`config.mk`:
```
export PLATFORM = sky130hd
export DESIGN_NAME = fsuc_top
export DESIGN_NICKNAME = d
export VERILOG_FILES = /design/src/include/fsuc_pkg.sv /design/src/hw/fsuc_spin_chan.sv /design/src/hw/fsuc_top.sv
export VERILOG_INCLUDE_DIRS = /design/src /design/src/include
export SDC_FILE = /design/constraint.sdc
export NUM_CORES = 1
export LEC_CHECK = 0
export BUFFER_PORTS_ARGS = -buffer_cell sky130_fd_sc_hd__clkbuf_2
export CORE_ASPECT_RATIO = 1.25
export CORE_UTILIZATION = 58
export DETAILED_ROUTE_END_ITERATION = 16
export GPL_TIMING_DRIVEN = 0
export HOLD_SLACK_MARGIN = 0.12
export PLACE_DENSITY_LB_ADDON = 0.12
export SYNTH_ARGS = -nofsm -noshare
export SYNTH_HDL_FRONTEND = slang
export SYNTH_HIERARCHICAL = 1
export SYNTH_SLANG_ARGS = --single-unit
```
`constraint.sdc`:
```
create_clock -name clk_sys -period 6.9 [get_ports clk_sys]
set_clock_uncertainty 0.05 [all_clocks]
set_input_delay 2.07 -clock clk_sys [delete_from_list [all_inputs] [get_ports clk_sys]]
set_output_delay 2.07 -clock clk_sys [all_outputs]
set_load 0.02 [all_outputs]
```
`src/include/fsuc_cfg.svh`:
```
/*
  constants for the fan spin-up and test mode control block.
  assumes inclusion by bare name from design files.
*/
`ifndef FSUC_CFG_SVH
`define FSUC_CFG_SVH
`define FSUC_ADDR_TEST 8'h6F
`define FSUC_ADDR_SPINUP 8'h75
`define FSUC_SPINUP_RESET 8'h07
`define FSUC_TEST_RESET 8'h00
`define FSUC_UNDEF_READ 8'h00
`define FSUC_XEN_BIT 0
`define FSUC_SPINUP_MASK 8'h07
`define FSUC_CHANNELS 3
`endif

```
`src/include/fsuc_pkg.sv`:
```
/*
  types for the fan spin-up and test mode control block.
  assumes no other package.
*/
package fsuc_pkg;
  typedef enum logic [2:0] {
    FSUC_IDLE = 3'b001,
    FSUC_SPIN = 3'b010,
    FSUC_RUN = 3'b100
  } fsuc_state_t;
  typedef struct packed {
    logic wrEn;
    logic rdEn;
    logic [7:0] addr;
    logic [7:0] wrData;
  } fsuc_regreq_t;
endpackage

```
`src/hw/fsuc_spin_chan.sv`:
```
/*
  one channel of spin-up termination: spin duty until timeout or tach threshold.
  assumes a timer length and tach values from the fan configuration logic.
*/
`timescale 1ns/10ps
`include "fsuc_cfg.svh"
module fsuc_spin_chan (
  input wire logic clk_sys,
  input wire logic resetn,
  input wire logic spinStart,
  input wire logic earlyExit,
  input wire logic [15:0] spinCycles,
  input wire logic [15:0] tachReading,
  input wire logic [15:0] tachMinimum,
  output logic spinActive
);
  fsuc_pkg::fsuc_state_t state_r, state_nxt;
  logic [15:0] cnt_r, cnt_nxt;

  always_comb begin
    state_nxt = state_r;
    cnt_nxt = cnt_r;
    unique case (state_r)
      fsuc_pkg::FSUC_IDLE, fsuc_pkg::FSUC_RUN: begin
        if (spinStart) begin
          state_nxt = fsuc_pkg::FSUC_SPIN;
          cnt_nxt = 16'h0000;
        end
      end
      fsuc_pkg::FSUC_SPIN: begin
        cnt_nxt = cnt_r + 16'h0001;
        if (cnt_nxt >= spinCycles) begin
          state_nxt = fsuc_pkg::FSUC_RUN;
        end else if (earlyExit && (tachReading > tachMinimum)) begin
          state_nxt = fsuc_pkg::FSUC_RUN;
        end
      end
    endcase
  end

  always_ff @(posedge clk_sys or negedge resetn) begin
    if (!resetn) begin
      state_r <= fsuc_pkg::FSUC_IDLE;
      cnt_r <= 16'h0000;
    end else begin
      state_r <= state_nxt;
      cnt_r <= cnt_nxt;
    end
  end

  assign spinActive = (state_r == fsuc_pkg::FSUC_SPIN);
endmodule

```
`src/hw/fsuc_top.sv`:
```
/*
  fan spin-up exit mode and xor-tree test mode registers with three spin channels.
  assumes a serial bus slave presents one-cycle register requests on regReq.
*/
`timescale 1ns/10ps
`include "fsuc_cfg.svh"
module fsuc_top (
  input wire logic clk_sys,
  input wire logic resetn,
  input wire fsuc_pkg::fsuc_regreq_t regReq,
  input wire logic lockBit,
  input wire logic startBit,
  input wire logic [2:0] spinStart,
  input wire logic [15:0] spinCycles,
  input wire logic [47:0] tachReading,
  input wire logic [15:0] tachMinimum,
  input wire logic [7:0] spinDuty,
  input wire logic [23:0] zoneDuty,
  input wire logic [15:0] testInputs,
  output logic [7:0] rdData,
  output logic [23:0] pwmDuty,
  output logic xorTreeEnable,
  output logic xorTreeOut,
  output logic [2:0] spinActive
);
  logic [7:0] spinMode_r, spinMode_nxt;
  logic xenReg_r, xenReg_nxt;
  logic [7:0] rdData_r, rdData_nxt;
  logic [23:0] pwmDuty_r, pwmDuty_nxt;
  logic xorOut_r, xorOut_nxt;
  logic [2:0] spinActive_r;
  logic [2:0] chanActive;
  logic [2:0] effMode;

  // ----------------------------------------
  // address decode
  // ----------------------------------------
  // true for the two registers this block owns; every other address is undefined
  function automatic logic isDefinedAddr(input logic [7:0] a);
    return (a == `FSUC_ADDR_SPINUP) || (a == `FSUC_ADDR_TEST);
  endfunction

  // ----------------------------------------
  // register file
  // ----------------------------------------
  always_comb begin
    spinMode_nxt = spinMode_r;
    xenReg_nxt = xenReg_r;
    rdData_nxt = rdData_r;
    if (regReq.wrEn && !lockBit) begin
      if (regReq.addr == `FSUC_ADDR_SPINUP) begin
        spinMode_nxt = regReq.wrData & `FSUC_SPINUP_MASK;
      end else if (regReq.addr == `FSUC_ADDR_TEST) begin
        xenReg_nxt = regReq.wrData[`FSUC_XEN_BIT];
      end
      // other addresses: nothing stored, no error
    end
    if (regReq.rdEn) begin
      if (regReq.addr == `FSUC_ADDR_SPINUP) begin
        rdData_nxt = spinMode_r;
      end else if (regReq.addr == `FSUC_ADDR_TEST) begin
        rdData_nxt = {7'h00, xenReg_r};
      end else begin
        rdData_nxt = `FSUC_UNDEF_READ;
      end
    end
  end

  always_ff @(posedge clk_sys or negedge resetn) begin
    if (!resetn) begin
      spinMode_r <= `FSUC_SPINUP_RESET;
      xenReg_r <= 1'b0;
      rdData_r <= 8'h00;
    end else begin
      spinMode_r <= spinMode_nxt;
      xenReg_r <= xenReg_nxt;
      rdData_r <= rdData_nxt;
    end
  end

  // default mode in force until start is set
  assign effMode = startBit ? spinMode_r[2:0] : 3'(`FSUC_SPINUP_RESET);

  // ----------------------------------------
  // spin channels
  // ----------------------------------------
  genvar gi;
  generate
    for (gi = 0; gi < `FSUC_CHANNELS; gi = gi + 1) begin : g_chan
      fsuc_spin_chan u_chan (
        .clk_sys(clk_sys),
        .resetn(resetn),
        .spinStart(spinStart[gi]),
        .earlyExit(effMode[gi]),
        .spinCycles(spinCycles),
        .tachReading(tachReading[gi*16 +: 16]),
        .tachMinimum(tachMinimum),
        .spinActive(chanActive[gi])
      );
    end
  endgenerate

  // ----------------------------------------
  // outputs and xor tree
  // ----------------------------------------
  always_comb begin
    for (int i = 0; i < 3; i++) begin
      pwmDuty_nxt[i*8 +: 8] = chanActive[i] ? spinDuty : zoneDuty[i*8 +: 8];
    end
    // bus pins are never among testInputs; parity is order free
    xorOut_nxt = xenReg_r ? ^testInputs : 1'b0;
  end

  always_ff @(posedge clk_sys or negedge resetn) begin
    if (!resetn) begin
      pwmDuty_r <= 24'h0000_00;
      xorOut_r <= 1'b0;
      spinActive_r <= 3'h0;
    end else begin
      pwmDuty_r <= pwmDuty_nxt;
      xorOut_r <= xorOut_nxt;
      spinActive_r <= chanActive;
    end
  end

  assign rdData = rdData_r;
  assign pwmDuty = pwmDuty_r;
  assign xorTreeEnable = xenReg_r;
  assign xorTreeOut = xorOut_r;
  assign spinActive = spinActive_r;
endmodule

```
==> metrics.txt <==
Routed WL 17100 um; Max transition margin 26.5%; Num Clock Sinks 92; Final Hold Viols 0; layout cells sized above 1 27.4%; postcts setup bufs 0; PortBufs 179; Starting Density 59.7%; Post-synth EDFFs 0; clock root buffer clkbuf_16; pin count of the biggest net entering global routing 66; worst reg2reg startpoint g_chan[0].u_chan/cnt_r[0]$_DFFE_PN0P_; Critical Path Source spinCycles[0]; Crit path required time 7.07 ns; Synth-to-Final Area Change 21.0%; Post-route DRC 0; setup TNS 0 ns; first drt pass iteration count 5; Synth cell types 53; Vias/cell 5.67; cts repair resizes 0; Setup CP Type input pin to flip-flop; GR Overflow Total 0; crit path cell chain clkbuf_2, ha_1, or3b_1, o2111ai_1, a211oi_1, or3_1, a311oi_2, mux2_1; Leakage 4.61 nW; Synth top area share 30.9%; Synth Flop Type dfrtp_1; class of the worst hold path flip-flop to flip-flop; Power Dens Cells 239 nW/um^2; asr flop ratio synth 100%; status complete, no violations; critical path endpoint category flip-flop; RSZ-0062 raised after global routing no; die width 100 um; Synth Warn # 6; largest cells by area after synthesis dfrtp_1 (31%), ha_1 (18%), inv_1 (5.2%); DRT iter0 DRCs 360; synthesized area 6970 um^2; Std-Cell Rows 44; CP max FO 3; commonest cells in the netlist ha_1 (99), inv_1 (96), dfrtp_1 (86); Startpoint Class input pin; initial antenna violation count 0; sequential element share of the synthesized area 33.2%; final setup fails 0; Post-CTS Hold Buffers 0; H-tree lvl count 3; synthesized area per cell 9.39 um^2; fin crit period 4.02 ns; CP Data Arrival Time 4.19 ns; via count 6255; Pins Over Slew Limit 0; actual slew at the worst max-slew pin 1.09 ns; count leader, synth ha_1; crit-path max cell delay 0.41 ns; Max-cap violations 0; hold path startpoint spinMode_r[2]$_DFFE_PN1P_; Num CTS Buffers 9; register bit total from synthesis 92; Tcrit/Tclk final 58.3%; routability-driven placement congestion ratio 0.862; Worst-path clk slew 0.06 ns; GR Util All Layers 28.8%; Final Util 72.2%; # diodes 0; DIE AREA 12500 um^2; Ports 190; clock buffer depth 2; Core ar. 11700 um^2; clock latency on the worst-skew pair 0.34 ns; post-synth top area cell dfrtp_1; post-DP HPWL 13900 um; first-pass GRT wire length 28700 um; fmax 0.249 GHz; CTS tree done; vias in the first global route 6524; Routed wire per std cell 15.5 um; CP max-delay cell or3_1; antenna-violating nets left 0; Worst VDD drop 239 uV; Die Y 125 um; Nets 1189; cells after synthesis 742
-- power by group --
part | internal, mW | total [mW] | switching [mW] | leakage (nW)
clock | 0.327 | 0.528 | 0.201 | 0.153
combinational | 0.340 | 0.798 | 0.457 | 3.27
sequential | 0.633 | 0.685 | 0.0516 | 1.18
total | 1.30 | 2.01 | 0.710 | 4.61
-- path summary, 6_finish.rpt --
kind | endpoint | slack, ns | cells after the start
min | rdData[2]$_DFFE_PN0P_ | 0.46 | 2
min in group asynchronous | pwmDuty[22]$_DFF_PN0_ | 1.63 | 1
min reg2reg | rdData[2]$_DFFE_PN0P_ | 0.46 | 2
max | g_chan[0].u_chan/state_r[2]$_DFFE_PN0P_ | 2.88 | 8
max in group asynchronous | g_chan[1].u_chan/state_r[0]$_DFFE_PN1P_ | 4.45 | 2
max reg2reg | g_chan[0].u_chan/state_r[2]$_DFFE_PN0P_ | 3.13 | 11
-- worst max-delay path: cells and delay by family --
| kind | cells | cell delay (ns) |
|---|---|---|
| compound gates | 3 | 0.57 |
| fa+ha+maj | 1 | 0.28 |
| buf+inv | 1 | 0.12 |
| mux | 1 | 0.37 |
| simple gates | 2 | 0.77 |
-- routing by layer --
layer  track usage, %  vias to the layer above  part of all wire [%]
li1                 -                     3009                     -
met1             32.0                     2969                    39
met2             52.7                      240                    51
met3             5.16                       37                   6.6
met4             12.8                        0                   3.5
met5                0                        -                     0
-- registers in the layout, indices dropped and copies added, names as in the netlist --
name and flops:
g_chan.u_chan/cnt_r 48, g_chan.u_chan/state_r 9, pwmDuty 24, rdData 3, spinActive 3, spinMode_r 3
xorTreeEnable 1, xorTreeOut 1
-- stage by stage --
step	instance area (um^2)	hold WS, ns	setup WS, ns	total power, mW	instances
floorplan	6980	0.435	2.89	1.23	746
global placement	8080	0.451	2.59	1.45	1086
detailed placement	8110	0.454	2.54	1.49	1087
CTS	8430	0.460	2.88	2.03	1103
global route	8430	0.476	2.78	2.13	1103
finish	8430	0.460	2.88	2.01	1103
-- layout by cell type, fill, tap and decap left out, drive strengths merged, types with 15 or more instances in the layout --
cell type / instances
a21oi: 21
a22o: 24
buf: 15
clkbuf: 197
dfrtp: 86
ha: 99
inv: 99
mux2: 31
nand2: 48
nand3: 27
nand4: 18
nor2: 31
o21ai: 51
xnor2: 32
xor2: 28
-- kinds of logic after synthesis --
kind of cell               after synthesis  share of synthesized area (%)
other                                    1                         0.0538
adders and majority gates               99                           17.8
xor gates and xnor gates                60                           7.54
AOI/OAI and AO/OA                      160                           15.8
and+or+nand+nor                        177                           13.4
DFF                                     92                           33.2
muxes                                   31                           5.01
buffers and inverters                  122                           7.22
-- layout make-up --
class                   instances  area, um^2
multi-input cells             532        4170
fillers                       935        3240
flip-flops and latches         92        2310
repair buffers                180         926
inverters                     102         383
clock buffers                  12         246
well taps                     161         201
plain buffers                  20         120
clock inverters                 4        72.6
No activity file was read; power rests on OpenSTA's default activity.
